===== config.mk =====
export PLATFORM = sky130hd
export DESIGN_NAME = pwm_ccp
export DESIGN_NICKNAME = d
export VERILOG_FILES = /design/src/rtl/pwm_pkg.sv /design/src/rtl/pwm_ccp.sv
export SDC_FILE = /design/constraint.sdc
export NUM_CORES = 1
export LEC_CHECK = 0
export BUFFER_PORTS_ARGS = -buffer_cell sky130_fd_sc_hd__buf_2
export CAP_MARGIN = 20
export CORE_ASPECT_RATIO = 1.5
export CORE_MARGIN = 3
export CORE_UTILIZATION = 61
export CTS_CLUSTER_SIZE = 40
export DETAILED_ROUTE_END_ITERATION = 8
export PLACE_DENSITY_LB_ADDON = 0.2
export SLEW_MARGIN = 10
export SYNTH_ARGS = -nofsm -noshare
export SYNTH_HDL_FRONTEND = slang
export SYNTH_SLANG_ARGS = --single-unit

===== constraint.sdc =====
create_clock -name clk -period 4.8 [get_ports clk]
set_input_delay 0.48 -clock clk [delete_from_list [all_inputs] [get_ports clk]]
set_output_delay 0.48 -clock clk [all_outputs]
set_load 0.005 [all_outputs]

===== src/rtl/pwm_pkg.sv =====
// Contract
// - Timer clears on increment after period match
// - Output goes active each period unless duty zero
// - Duty low byte copied to buffer at boundary
// - Period is (period+1)*4*prescale oscillator cycles
// - Postscaler never changes the PWM period
// - Duty is low byte plus control bits 5:4
// - Active time is duty*prescale oscillator cycles
// - Duty writes anytime; buffer read-only in PWM
// - Output cleared when buffer matches extended timer
// - Duty beyond period keeps output active
// - Standard module has no shutdown path
// - Bits 7:6 steer outputs; non-PWM uses A only
// - Config 00 drives A; 10 drives A/B complementary
// - Config 01 modulates D; 11 modulates B
// - Mode 0000 resets module; 0001/0011 do nothing
// - Modes 0100-0111 capture on chosen edges
// - Compare 0010 toggles; 1000 sets; 1001 clears
// - 1010 flags only; 1011 fires special event
// - Modes 11xx are PWM; bits 1:0 set polarity (enhanced channel only; the standard channel ignores them)
// - Outputs appear only when direction bits allow
// - Unimplemented bits ignore writes, read zero
// - Clearing control forces output latch low
package pwm_pkg;
	localparam int DW = 8;
	localparam int AW = 4;
	localparam int NCH = 2;
	// Register addresses; channel 0 standard, channel 1 enhanced
	localparam logic [AW-1:0] A_TIMER2_COUNT = 4'h0;
	localparam logic [AW-1:0] A_PERIOD = 4'h1;
	localparam logic [AW-1:0] A_T2CFG = 4'h2;
	localparam logic [AW-1:0] A_STATUS = 4'h3;
	localparam logic [AW-1:0] A_DIR = 4'h4;
	localparam logic [AW-1:0] A_LO [NCH] = '{4'h5, 4'h8};
	localparam logic [AW-1:0] A_HI [NCH] = '{4'h6, 4'h9};
	localparam logic [AW-1:0] A_CTRL [NCH] = '{4'h7, 4'hA};
	localparam logic [DW-1:0] CTRL_MASK [NCH] = '{8'h3F, 8'hFF};
	localparam logic [DW-1:0] T2CFG_MASK = 8'h7F;
	localparam logic [DW-1:0] DIR_MASK = 8'h1F;
	localparam logic [DW-1:0] STATUS_MASK = 8'h07;
	// Timer2 configuration fields
	localparam int T2_ON = 2;
	localparam int T2_PS = 0;
	localparam int T2_POST = 3;
	localparam logic [1:0] PS_1 = 2'h0;
	localparam logic [1:0] PS_4 = 2'h1;
	localparam logic [3:0] PRE_LAST_4 = 4'h3;
	localparam logic [3:0] PRE_LAST_16 = 4'hF;
	localparam logic [1:0] Q_LAST = 2'h3;
	// Control register fields
	localparam int CFG_LSB = 6;
	localparam int DC_LSB = 4;
	localparam int POL_AC = 1;
	localparam int POL_BD = 0;
	localparam logic [1:0] CFG_SINGLE = 2'h0;
	localparam logic [1:0] CFG_FWD = 2'h1;
	localparam logic [1:0] CFG_HALF = 2'h2;
	localparam logic [1:0] CFG_REV = 2'h3;
	// Mode codes
	localparam logic [3:0] M_OFF = 4'h0;
	localparam logic [3:0] M_TOGGLE = 4'h2;
	localparam logic [3:0] M_CAP_FALL = 4'h4;
	localparam logic [3:0] M_CAP_RISE = 4'h5;
	localparam logic [3:0] M_CAP_4 = 4'h6;
	localparam logic [3:0] M_CAP_16 = 4'h7;
	localparam logic [3:0] M_CMP_SET = 4'h8;
	localparam logic [3:0] M_CMP_CLR = 4'h9;
	localparam logic [3:0] M_CMP_SW = 4'hA;
	localparam logic [3:0] M_CMP_EVT = 4'hB;
	localparam logic [3:0] CAP_LAST_4 = 4'h3;
	localparam logic [3:0] CAP_LAST_16 = 4'hF;
	// Status and direction bit positions
	localparam int ST_T2 = 0;
	localparam int ST_CH = 1;
	localparam int DIR_STD = 0;
	localparam int DIR_BR = 1;

	typedef enum logic [1:0] {
		MODE_OFF = 2'b00,
		MODE_CAPTURE = 2'b01,
		MODE_COMPARE = 2'b11,
		MODE_PWM = 2'b10
	} mode_t;

	typedef struct packed {
		logic [AW-1:0] addr;
		logic [DW-1:0] wdata;
		logic wr;
		logic rd;
	} reg_req_t;

	typedef struct packed {
		logic [3:0] level;
		logic [3:0] drive;
	} bridge_pins_t;

	// Reserved codes fall into OFF-like idle without resetting
	function automatic mode_t decode_mode(input logic [3:0] m);
		mode_t r;
		r = MODE_OFF;
		if (m[3:2] == 2'h3)
			r = MODE_PWM;
		else if (m == M_TOGGLE || m[3:2] == 2'h2)
			r = MODE_COMPARE;
		else if (m[3:2] == 2'h1)
			r = MODE_CAPTURE;
		return r;
	endfunction
endpackage


===== src/rtl/pwm_ccp.sv =====
// Design decisions made here: the placing of the registers and strobed register access.
`timescale 1ns/1ps
`default_nettype none
module pwm_ccp import pwm_pkg::*; (
	// Clock and reset
	input wire logic clk,
	input wire logic rst,
	// Register port
	input wire reg_req_t req,
	output logic [DW-1:0] rdata,
	// Capture pins and shared 16-bit timer
	input wire logic [NCH-1:0] capture_pin,
	input wire logic [2*DW-1:0] timer13_count,
	// Special event outputs
	output logic timer13_reset,
	output logic adc_start,
	// Standard output pin
	output logic std_level,
	output logic std_drive,
	// Enhanced bridge outputs A..D in bits 0..3
	output bridge_pins_t bridge
);
	logic [DW-1:0] timer2_count, period, t2cfg, status, dir;
	logic [1:0] q;
	logic [3:0] pre, post;
	logic [NCH-1:0] cap_s1, cap_s2, cap_d;
	logic [DW-1:0] lo [NCH];
	logic [DW-1:0] hi [NCH];
	logic [DW-1:0] ctrl [NCH];
	logic [1:0] lat2 [NCH];
	logic [NCH-1:0] pwm_lvl, pwm_out, cmp_pin, evt, special;
	logic [DW-1:0] next_rdata;

	// Timer2 timing decode
	wire inst_tick = (q == Q_LAST);
	wire [1:0] ps = t2cfg[T2_PS+:2];
	wire [3:0] pre_last = (ps == PS_1) ? 4'h0 :
		(ps == PS_4) ? PRE_LAST_4 : PRE_LAST_16;
	wire tmr_inc = t2cfg[T2_ON] && inst_tick && (pre == pre_last);
	wire boundary = tmr_inc && (timer2_count == period);
	wire post_hit = boundary && (post == t2cfg[T2_POST+:4]);
	// Sub-count extends the timer in prescale units
	wire [1:0] sub = (ps == PS_1) ? q :
		(ps == PS_4) ? pre[1:0] : pre[3:2];
	wire wr_timer2_count = req.wr && req.addr == A_TIMER2_COUNT;
	wire wr_status = req.wr && req.addr == A_STATUS;

	// Instruction clock: four oscillator cycles per tick
	always_ff @(posedge clk or posedge rst) begin
		if (rst)
			q <= 2'h0;
		else
			q <= q + 2'h1;
	end

	// Prescaler and timer; a timer write also clears the prescaler
	always_ff @(posedge clk or posedge rst) begin
		if (rst) begin
			pre <= 4'h0;
			timer2_count <= 8'h00;
		end else if (wr_timer2_count) begin
			pre <= 4'h0;
			timer2_count <= req.wdata;
		end else if (t2cfg[T2_ON] && inst_tick) begin
			pre <= (pre == pre_last) ? 4'h0 : pre + 4'h1;
			if (boundary)
				timer2_count <= 8'h00;
			else if (tmr_inc)
				timer2_count <= timer2_count + 8'h01;
		end
	end

	// Postscaler only paces the timer flag, never the period
	always_ff @(posedge clk or posedge rst) begin
		if (rst)
			post <= 4'h0;
		else if (boundary)
			post <= post_hit ? 4'h0 : post + 4'h1;
	end

	// Plain configuration registers, unimplemented bits dropped
	always_ff @(posedge clk or posedge rst) begin
		if (rst) begin
			period <= 8'hFF;
			t2cfg <= 8'h00;
			dir <= 8'h00;
		end else if (req.wr) begin
			if (req.addr == A_PERIOD)
				period <= req.wdata;
			if (req.addr == A_T2CFG)
				t2cfg <= req.wdata & T2CFG_MASK;
			if (req.addr == A_DIR)
				dir <= req.wdata & DIR_MASK;
		end
	end

	// Sticky event flags; write one clears, a new event wins
	always_ff @(posedge clk or posedge rst) begin
		if (rst)
			status <= 8'h00;
		else
			status <= ((status & ~(wr_status ? req.wdata : 8'h00))
				| {5'h00, evt, post_hit}) & STATUS_MASK;
	end

	// Capture pins come from outside: two-stage synchroniser
	always_ff @(posedge clk or posedge rst) begin
		if (rst) begin
			cap_s1 <= '0;
			cap_s2 <= '0;
			cap_d <= '0;
		end else begin
			cap_s1 <= capture_pin;
			cap_s2 <= cap_s1;
			cap_d <= cap_s2;
		end
	end

	// One capture/compare/PWM channel per control register
	for (genvar i = 0; i < NCH; i++) begin : g_ch
		wire [3:0] mbits = ctrl[i][3:0];
		wire mode_t md = decode_mode(mbits);
		wire [3:0] wmode = req.wdata[3:0];
		wire wr_lo = req.wr && req.addr == A_LO[i];
		wire wr_ctrl = req.wr && req.addr == A_CTRL[i];
		// Buffer byte is read-only while the channel runs PWM
		wire wr_hi = req.wr && req.addr == A_HI[i]
			&& md != MODE_PWM;
		wire rise = cap_s2[i] && !cap_d[i];
		wire fall = !cap_s2[i] && cap_d[i];
		wire [9:0] duty_next = {lo[i], ctrl[i][DC_LSB+:2]};
		// Match only once the extended timer reaches the duty;
		// a duty past the period never matches
		wire pwm_clear = {hi[i], lat2[i]} == {timer2_count, sub};
		wire cmp_hit = {hi[i], lo[i]} == timer13_count;
		logic cmp_d;
		logic [3:0] cap_cnt;
		wire cmp_rise = md == MODE_COMPARE && cmp_hit && !cmp_d;
		wire cap_fire = (mbits == M_CAP_FALL && fall)
			|| (mbits == M_CAP_RISE && rise)
			|| (mbits == M_CAP_4 && rise && cap_cnt == CAP_LAST_4)
			|| (mbits == M_CAP_16 && rise
			&& cap_cnt == CAP_LAST_16);

		assign evt[i] = cap_fire || cmp_rise;
		assign special[i] = cmp_rise && mbits == M_CMP_EVT;
		// Match drops the level in its own cycle; the registered latch
		// alone would stretch the active time by one clock
		assign pwm_out[i] = pwm_lvl[i] && !pwm_clear;

		// Channel registers and output latch
		always_ff @(posedge clk or posedge rst) begin
			if (rst) begin
				lo[i] <= 8'h00;
				hi[i] <= 8'h00;
				ctrl[i] <= 8'h00;
				lat2[i] <= 2'h0;
				pwm_lvl[i] <= 1'b0;
				cmp_pin[i] <= 1'b0;
				cmp_d <= 1'b0;
				cap_cnt <= 4'h0;
			end else begin
				cmp_d <= cmp_hit;
				if (wr_lo)
					lo[i] <= req.wdata;
				else if (cap_fire)
					lo[i] <= timer13_count[DW-1:0];
				if (wr_hi)
					hi[i] <= req.wdata;
				else if (cap_fire)
					hi[i] <= timer13_count[2*DW-1:DW];
				else if (md == MODE_PWM && boundary)
					hi[i] <= lo[i];
				if (mbits == M_OFF) begin
					// Off resets the channel, latch forced low
					lat2[i] <= 2'h0;
					pwm_lvl[i] <= 1'b0;
					cmp_pin[i] <= 1'b0;
					cap_cnt <= 4'h0;
				end
				if (md == MODE_PWM) begin
					if (boundary) begin
						lat2[i] <= duty_next[1:0];
						pwm_lvl[i] <= duty_next != 10'h000;
					end else if (pwm_clear) begin
						pwm_lvl[i] <= 1'b0;
					end
				end
				if (md == MODE_CAPTURE && rise)
					cap_cnt <= (cap_fire) ? 4'h0 : cap_cnt + 4'h1;
				if (cmp_rise) begin
					if (mbits == M_TOGGLE)
						cmp_pin[i] <= !cmp_pin[i];
					else if (mbits == M_CMP_SET)
						cmp_pin[i] <= 1'b1;
					else if (mbits == M_CMP_CLR)
						cmp_pin[i] <= 1'b0;
				end
				if (wr_ctrl) begin
					ctrl[i] <= req.wdata & CTRL_MASK[i];
					cap_cnt <= 4'h0;
					// Entering set or clear compare mode sets the start level
					if (wmode == M_CMP_SET)
						cmp_pin[i] <= 1'b0;
					else if (wmode == M_CMP_CLR)
						cmp_pin[i] <= 1'b1;
				end
			end
		end
	end

	// Standard channel: no polarity, no steering, no shutdown
	wire mode_t md0 = decode_mode(ctrl[0][3:0]);
	wire std_used = md0 == MODE_PWM
		|| (md0 == MODE_COMPARE && ctrl[0][3:0] != M_CMP_SW);
	wire next_std_level = (md0 == MODE_PWM) ? pwm_out[0]
		: cmp_pin[0];

	// Enhanced steering of the four bridge outputs
	wire mode_t md1 = decode_mode(ctrl[1][3:0]);
	wire [1:0] cfg = ctrl[1][CFG_LSB+:2];
	wire p1 = pwm_out[1];
	wire ac_low = ctrl[1][POL_AC];
	wire bd_low = ctrl[1][POL_BD];
	logic [3:0] act, used;
	always_comb begin
		act = 4'h0;
		used = 4'h0;
		if (md1 == MODE_PWM) begin
			case (cfg)
			CFG_SINGLE: begin
				act = {3'h0, p1};
				used = 4'h1;
			end
			CFG_FWD: begin
				act = {p1, 2'h0, 1'b1};
				used = 4'hF;
			end
			CFG_HALF: begin
				act = {2'h0, !p1, p1};
				used = 4'h3;
			end
			CFG_REV: begin
				act = {1'b0, 1'b1, p1, 1'b0};
				used = 4'hF;
			end
			default: begin
				act = 4'h0;
				used = 4'h0;
			end
			endcase
		end else if (md1 == MODE_COMPARE) begin
			act = {3'h0, cmp_pin[1]};
			used = {3'h0, ctrl[1][3:0] != M_CMP_SW};
		end
	end
	// Polarity only applies in PWM: A,C on bit 1, B,D on bit 0
	wire [3:0] inv = (md1 == MODE_PWM) ?
		{bd_low, ac_low, bd_low, ac_low} : 4'h0;
	wire [3:0] br_en = used & dir[DIR_BR+:4];

	// Read selection
	always_comb begin
		next_rdata = 8'h00;
		case (req.addr)
		A_TIMER2_COUNT: next_rdata = timer2_count;
		A_PERIOD: next_rdata = period;
		A_T2CFG: next_rdata = t2cfg;
		A_STATUS: next_rdata = status;
		A_DIR: next_rdata = dir;
		A_LO[0]: next_rdata = lo[0];
		A_HI[0]: next_rdata = hi[0];
		A_CTRL[0]: next_rdata = ctrl[0];
		A_LO[1]: next_rdata = lo[1];
		A_HI[1]: next_rdata = hi[1];
		A_CTRL[1]: next_rdata = ctrl[1];
		default: next_rdata = 8'h00;
		endcase
	end

	// Registered pins and read data; outputs lag the latch by one clock
	always_ff @(posedge clk or posedge rst) begin
		if (rst) begin
			rdata <= 8'h00;
			std_level <= 1'b0;
			std_drive <= 1'b0;
			bridge <= '0;
			timer13_reset <= 1'b0;
			adc_start <= 1'b0;
		end else begin
			rdata <= req.rd ? next_rdata : 8'h00;
			std_level <= next_std_level;
			std_drive <= std_used && dir[DIR_STD];
			bridge.level <= act ^ inv;
			bridge.drive <= br_en;
			timer13_reset <= |special;
			adc_start <= |special;
		end
	end
endmodule
`default_nettype wire


# [Word-level counts from Yosys, hierarchy flattened]
# Cells that the tools add are included.
[totals] in_bits=34 word_cells=268 ff_bits=130
[op_classes] addsub=6 n_bitwise=5 reduce_logical=87 mux=77 n_eq_ne=60
[op_table] cell="8-bit 2-to-1 mux" count=15
[op_table] cell="8-bit case mux with 11 select lines" count=1
[op_table] cell="4-bit 2-to-1 mux" count=17
[op_table] cell="4-bit == test, second input constant" count=13
[op_table] cell="4-bit by 3-bit == test with 1-bit output, second input constant" count=12
[op_table] cell="1-bit logical AND" count=44
[op_table] cell="16-bit == test" count=2
[op_table] cell="1-bit 2-to-1 mux" count=29
[op_table] cell="4-bit by 2-bit == test with 1-bit output, second input constant" count=6
[op_table] cell="2-bit 2-to-1 mux" count=12
[op_table] cell="2-bit == test, second input constant" count=11
[op_table] cell="10-bit == test" count=2
[op_table] cell="10-bit nonzero test" count=2
[op_table] cell="4-bit by 1-bit adder with 4-bit output, second input constant" count=4
[op_table] cell="4-bit case mux with 4 select lines" count=1
[op_table] cell="3-bit nonzero test" count=5
[op_table] cell="2-bit by 1-bit == test with 1-bit output, second input constant" count=6
[op_table] cell="4-bit zero test" count=3
[op_table] cell="4-bit case mux with 3 select lines" count=1
[op_table] cell="1-bit zero test" count=11
[op_table] cell="1-bit logical OR" count=11
[op_table] cell="8-bit by 1-bit adder with 8-bit output, second input constant" count=1
[op_table] cell="4-bit == test" count=2
[op_table] cell="8-bit == test" count=1
[op_table] cell="other kinds (14)" count=23

# [Longest topological paths before layout]
# Gate-level depths: netlist of run 1.
[logic_depth] word_depth=11 ltp_mapped=9

# [Least setup slack after synthesis of run 1]
# No wires, ideal clock.
[synth_timing] path_kind="input to register" start="input port req[13] (netlist name)" end="register timer2_count[6]" arrival_time_ns=1.897 path_slack_ns=2.777 stages=7 required_time_ns=4.674 cell_sequence="buf_2 nor3b_1 nand2_1 o21ai_0 nor2_1 a21o_1 a221o_1"
[synth_via] elab_chain_cells=4 elab_cells_between_ends=6
[synth_lines] element="start, declared" line_no="pwm_ccp.sv:9" rtl="input wire reg_req_t req,"
[synth_lines] element="4-bit zero test *" line_no="pwm_ccp.sv:45" rtl="wire wr_timer2_count = req.wr && req.addr == A_TIMER2_COUNT;"
[synth_lines] element="1-bit logical AND *" line_no="pwm_ccp.sv:45"
[synth_lines] element="3-bit nonzero test (no line) / 2-bit nonzero test (equally long branches)"
[synth_lines] element="2-bit AND reduction (no line)"
[synth_lines] element="end signal, assigned" line_no="pwm_ccp.sv:63" rtl="timer2_count <= req.wdata;"
[synth_lines] element="end signal, assigned" line_no="pwm_ccp.sv:69" rtl="timer2_count <= timer2_count + 8'h01;"
[synth_lines] element="end, declared" line_no="pwm_ccp.sv:23" rtl="logic [DW-1:0] timer2_count, period, t2cfg, status, dir;"
# Mark *: on every way between the ends. The rest lies on a longest branch, timed or not.
# A chain may end at the register's enable or synchronous reset.

# [Worst setup path after layout of run 1]
[layout_timing] start="input port req[10] (netlist name)" end="register hi[4] (netlist name)"
[layout_via] elab_chain_cells=4 elab_cells_between_ends=5
[layout_lines] element="4-bit == test *" line_no="pwm_ccp.sv:127" rtl="wire wr_hi = req.wr && req.addr == A_HI[i]"
[layout_lines] element="1-bit logical AND *" line_no="pwm_ccp.sv:127"
[layout_lines] element="1-bit logical AND *" line_no="pwm_ccp.sv:128" rtl="&& md != MODE_PWM;"
[layout_lines] element="3-bit nonzero test (no line) / 8-bit 2-to-1 mux (equally long branches)"
[layout_lines] element="end signal, assigned by index" line_no="pwm_ccp.sv:169" rtl="hi[i] <= req.wdata;"
[layout_lines] element="end signal, assigned by index" line_no="pwm_ccp.sv:171" rtl="hi[i] <= timer13_count[2*DW-1:DW];"
[layout_lines] element="end signal, assigned by index" line_no="pwm_ccp.sv:173" rtl="hi[i] <= lo[i];"
[layout_lines] element="end, declared" line_no="pwm_ccp.sv:28" rtl="logic [DW-1:0] hi [NCH];"
# Marks and branches as above.

==> metrics.yaml, run 1 <==
pwr:
  leakagePower_nw: 3.65
  comb_power_share_pct: 25.9
  p_sw_mw: 1.67
  switching_share_pct: 37.6
  power.density_mw_per_mm2: 519
  power.internal_mw: 2.76
  peakVddDrop_uv: 352
  clkPwrFrac_pct: 29.8
  power_frac_seq_pct: 44.2
  finalPower_mw: 4.43
floorplanning:
  dieArea_mm2: 0.0141
  start_util_pct: 63.2
  io_pins: 54
  rows: 49
  die_w_um: 97.8
  dieHeight_um: 144
  coreArea_mm2: 0.0122
detailed_routing:
  routedWlPerCell_um: 23.7
  ant_nets: 0
  viasPerCell: 6.59
  num_vias: 6550
  drt_iter0_markers: 591
  routed_wirelength_mm: 23.6
  drc: 0
  dr.pass1.iters: 5
clock_network:
  cts_buffer_depth: 2
  cts_tree: "yes"
  cts_made_buffers: 17
  root_buffer: "clkbuf_16"
  clock_latency_ps: 420
  cts_setup_buffers: 0
  cts_sinks: 130
  clk_pin_slew_ps: 60
  ctsHoldBuffers: 0
  cts-resized-gates: 0
  cts_max_level: 4
cells_and_area:
  finish.instance_area_mm2: 0.00854
  fillCellCount: 944
  final_nets: 868
  diodes: 0
  fin_util_pct: 70.0
  area_delta_synth_final_pct: 10.8
  drive_gt1_share_pct: 18.9
  fin_cells: 994
timing:
  finalHoldViolations: 0
  slew_viol_final: 0
  rsz0062_at_grt: "false"
  setup_viol: 0
  holdWs_ps: 92.9
  finClkSkew_ps: 8.00
  fin_crit_ps: 2970
  worst_slew_pin_slew_ps: 1020
  worst_slack_ps: 1830
  fin_crit_sh_pct: 61.9
  slew_headroom_pct: 31.8
  setup-tns-final_ps: 0
  fmax_ghz: 0.336
global_route:
  grt_use_total_pct: 34.2
  antenna_found_initial: 0
  grt_max_degree: 50
  grt_overflow: 0
  grt_pass1_vias: 6558
  grt_pass1_wl_mm: 36.5
synth:
  synth_edf_count: 0
  synth-seq-cells: 130
  async_flop_share_pct: 100
  synth_top_area_share_pct: 39.6
  synth_most_common_cell: "dfrtp_1"
  avgSynthCellArea_um2: 9.61
  synth_ff_type: "dfrtp_1"
  synthTopCellsByArea: "dfrtp_1 (40%), xnor2_1 (6.0%), mux2_2 (5.1%)"
  syn_inst: 802
  synth_nets: 842
  synth_area_leader_cell: "dfrtp_1"
  yosysSeqAreaShare_pct: 42.3
  synth_area_mm2: 0.00771
  synthTopCellsByCount: "dfrtp_1 (122), nand2_1 (71), o21ai_0 (55)"
  yosys_warnings: 0
  synth.distinct_cells: 71
placed_design:
  place_area_mm2: 0.00795
  place_ws_ps: 1530
  dp_cells: 962
  dp_hpwl_mm: 17.0
  gp_congestion: 0.940
  port_buffers: 53
job:
  max-cap-violations: 0
critical_path:
  crit_path_end_kind: "register"
  worst-path-max-fanout: 36
  cp.arrival_ps: 3210
  critical_path_class: "in2reg"
  startpoint_type: "primary input"
  required_ps: 5040
status:
  status: "finished, final reports clean"
hold_path:
  min_path_type: "in2async"
-- power groups by stage --
stage | combinational (mW) | sequential (mW) | clock (mW)
floorplan | 1.00 | 1.64 | 0
global placement | 1.09 | 1.94 | 0
detailed placement | 1.13 | 1.96 | 0
CTS | 1.14 | 1.94 | 1.33
global route | 1.25 | 1.98 | 1.38
finish | 1.15 | 1.96 | 1.32
-- logic make-up after synthesis --
group,Yosys count,share of synthesized area [%]
flip-flops,130,42.3
buffers and inverters,82,4.90
AND/OR/NAND/NOR,258,17.3
multiplexers,73,10.0
AO/OA/AOI/OAI,185,16.7
adder cells (fa/ha/maj),6,0.974
XOR/XNOR,68,7.72
-- critical path: stages --
cell and delay, ps:
buf_2 520, nor2b_1 840, nand2_1 160, nor2_1 760
nor2b_1 120, mux2i_1 160, o221ai_1 160
-- flip-flops by register name, summed over array words and instances (netlist names), 8 cells and up --
register        flops
bridge              8
timer2_count        8
hi                 16
rdata               8
g_ch.cap_cnt        8
ctrl               10
period              8
g_ch.duty_next     16
-- path summary, 6_finish.rpt --
check	end	startpoint	slack [ps]	cells past startpoint
setup / recovery	hi[4]	req[10]	1830	7
hold / removal	pre[3]	rst	90	2
setup reg to reg	hi[4]	ac_low	1880	6
hold reg to reg	cap_s2[1]	cap_s1[1]	350	0
max in group asynchronous	g_ch[0].duty_next[8]	rst	3650	3
min in group clk	cap_s1[0]	capture_pin[0]	160	1
-- final cells by class --
type / count / area (um^2) / area share (%)
Clock inverter: 14 / 168 / 1.96
Tap cell: 153 / 191 / 2.24
Timing Repair Buffer: 58 / 303 / 3.54
Inverter: 31 / 119 / 1.39
Clock buffer: 18 / 429 / 5.02
Multi-Input combinational cell: 590 / 4070 / 47.6
Sequential cell: 130 / 3260 / 38.2
-- cells in the final DEF (no fill, tap or decap), types with 10 or more instances in the layout --
cell,count
nand3_1,19
xor2_1,15
o221a_2,10
o21ai_0,55
a21oi_1,27
inv_1,29
nand2b_1,11
mux2i_1,38
mux2_2,35
nor4_1,11
and2_1,10
a22oi_1,12
nor2b_1,18
buf_2,53
nand2_1,71
dfrtp_1,122
and3_1,10
nor3_1,13
nand4_1,15
xnor2_1,53
nor2_1,50
clkbuf_16,17
-- per-layer routing --
layer | track usage [%] | share of wire, % | routed length [um]
met2 | 57.0 | 49 | 11700
met4 | 18.7 | 4.9 | 1160
met3 | 6.56 | 7.2 | 1700
met5 | 0 | 0 | 0
met1 | 42.0 | 38 | 9080
No activity file was read; power rests on OpenSTA's default activity.
==> run 2, diff against run 1 <==
Settings changed: CORE_UTILIZATION 61 to 55.
Clock period 4.8 ns to 2.55 ns, I/O delays scaled along.
==> run 2 against run 1 <==
Compared with the run above:
- largest cell class unchanged
- critical endpoint is now hi[11]
- non-clock buffer count up 27
- clock power increased by 83%
- flip-flop and latch count unchanged
==> metrics.yaml, run 2 (synthesized netlist as in run 1, its figures left out) <==
critical_path:
  required_ps: 2860  # -2180 ps
  worst-path-max-fanout: 14  # -61%
  critical_path_class: "reg2reg"
  startpoint_type: "register"
  cp.arrival_ps: 2640  # -570 ps
  crit_path_end_kind: "register"
placed_design:
  gp_congestion: 1.03  # +9.7%
  port_buffers: 53  # unchanged
  place_area_mm2: 0.00816  # +2.7%
  dp_hpwl_mm: 17.1  # +0.94%
clock_network:
  cts_tree: "yes"
  cts_made_buffers: 17  # unchanged
  clock_latency_ps: 420  # about the same
  clk_pin_slew_ps: 60  # about the same
  cts_sinks: 130  # unchanged
  cts_buffer_depth: 2  # unchanged
  cts_max_level: 4  # unchanged
  root_buffer: "clkbuf_16"
pwr:
  power_frac_seq_pct: 43.0  # -1.2 points
  peakVddDrop_uv: 476  # +35%
  power.density_mw_per_mm2: 946  # +82%
  comb_power_share_pct: 28.0  # +2.1 points
  p_sw_mw: 3.04  # +82%
  leakagePower_nw: 3.77  # +3.4%
  power.internal_mw: 5.25  # +90%
  switching_share_pct: 36.7  # -0.97 points
  finalPower_mw: 8.30  # +87%
  clkPwrFrac_pct: 29.0  # -0.8 points
hold_path:
  min_path_type: "in2async"
floorplanning:
  dieArea_mm2: 0.0155  # +10%
  coreArea_mm2: 0.0136  # +11%
  rows: 52  # +6.1%
  start_util_pct: 56.7  # -6.5 points
  dieHeight_um: 151  # +5.1%
  io_pins: 54  # unchanged
  die_w_um: 103  # +5.0%
global_route:
  grt_overflow: 0  # unchanged
  grt_max_degree: 131  # +160%
  antenna_found_initial: 0  # unchanged
  grt_pass1_wl_mm: 36.6  # +0.26%
  grt_use_total_pct: 31.4  # -2.8 points
  grt_pass1_vias: 6767  # +3.2%
detailed_routing:
  routedWlPerCell_um: 22.9  # -3.5%
  routed_wirelength_mm: 23.6  # -0.15%
  viasPerCell: 6.53  # -0.94%
  ant_nets: 0  # unchanged
  num_vias: 6717  # +2.5%
  drc: 0  # unchanged
  dr.pass1.iters: 5  # unchanged
  drt_iter0_markers: 698  # +18%
timing:
  rsz0062_at_grt: "false"
  holdWs_ps: 48.8  # -44.1 ps
  setup_viol: 0  # unchanged
  slew_headroom_pct: 54.4  # +23 points
  slew_viol_final: 0  # unchanged
  fin_crit_sh_pct: 91.6
  worst_slew_pin_slew_ps: 681  # -343 ps
  fin_crit_ps: 2340
  setup-tns-final_ps: 0  # unchanged
  finalHoldViolations: 0  # unchanged
  finClkSkew_ps: 10.2  # +2.20 ps
  fmax_ghz: 0.428
cells_and_area:
  fillCellCount: 1109  # +17%
  mostFrequentLayoutCells: "dfrtp_1 (122), nand2_1 (71), o21ai_0 (55)"
  finish.instance_area_mm2: 0.00877  # +2.6%
  drive_gt1_share_pct: 21.3  # +2.4 points
  mostFrequentLayoutCell: "dfrtp_1"
  area_delta_synth_final_pct: 13.7
  final_nets: 895  # +3.1%
  diodes: 0  # unchanged
job:
  max-cap-violations: 0  # unchanged
status:
  status: "finished, final reports clean"
[run 2: critical path: stages, from the launching register on]
cell	delay (ps)
dfrtp_1	440
nor3_1	290
o21ai_1	190
a2111oi_4	420
buf_4	270
nand3_4	180
o221a_2	330
o21a_1	100
[run 2: worst paths after layout]
path	start	to	slack, ps	depth (start not counted)
min in group clk	timer13_count[8]	hi[0]	200	3
hold reg to reg	cap_s1[1]	cap_s2[1]	350	0
max in group asynchronous	rst	hi[10]	2000	3
hold / removal	rst	t2cfg[2]	50	3
setup / recovery	pre[0]	hi[11]	210	7
setup reg to reg	pre[0]	hi[11]	210	7
[run 2: per-stage QoR]
step | worst slack [ps] | util, % | std cells
after floorplan | 544 | - | 802
after global placement | 202 | 60.0 | 996
after detailed placement | 189 | 60.0 | 996
after CTS | 181 | 64.4 | 1029
after global routing | 107 | 64.5 | 1029
final | 214 | 64.5 | 1029
[run 2: cell type report]
class                           instances  area [um^2]  area share (%)
Multi-Input combinational cell        590         4080            46.5
Sequential cell                       130         3260            37.2
Tap cell                              162          203            2.31
Clock buffer                           21          480            5.48
Timing Repair Buffer                   85          523            5.97
Inverter                               31          120            1.37
Clock inverter                         10          100            1.14
[run 2: timing repair]
item,in CTS,in global routing
setup buffers,0,0
hold buffers,2,0
setup endpoints to repair,0,1
resized for setup,0,1
endpoints found under the hold margin,2,0
[run 2: layer usage]
layer | global-route usage [%] | vias up | wire length, um
met5 | 0 | - | 0
met4 | 16.2 | 0 | 1270
met3 | 4.88 | 94 | 1700
met2 | 51.5 | 349 | 11600
met1 | 39.6 | 3278 | 8960
li1 | - | 2996 | -
[run 2: power groups by stage]
stage	Clock, mW	Combinational [mW]	Sequential (mW)
2_1_floorplan	0	1.88	3.08
3_3_place_gp	0	2.22	3.54
3_5_place_dp	0	2.29	3.55
4_1_cts	2.43	2.30	3.53
5_1_grt	2.53	2.54	3.60
6_report	2.41	2.32	3.56
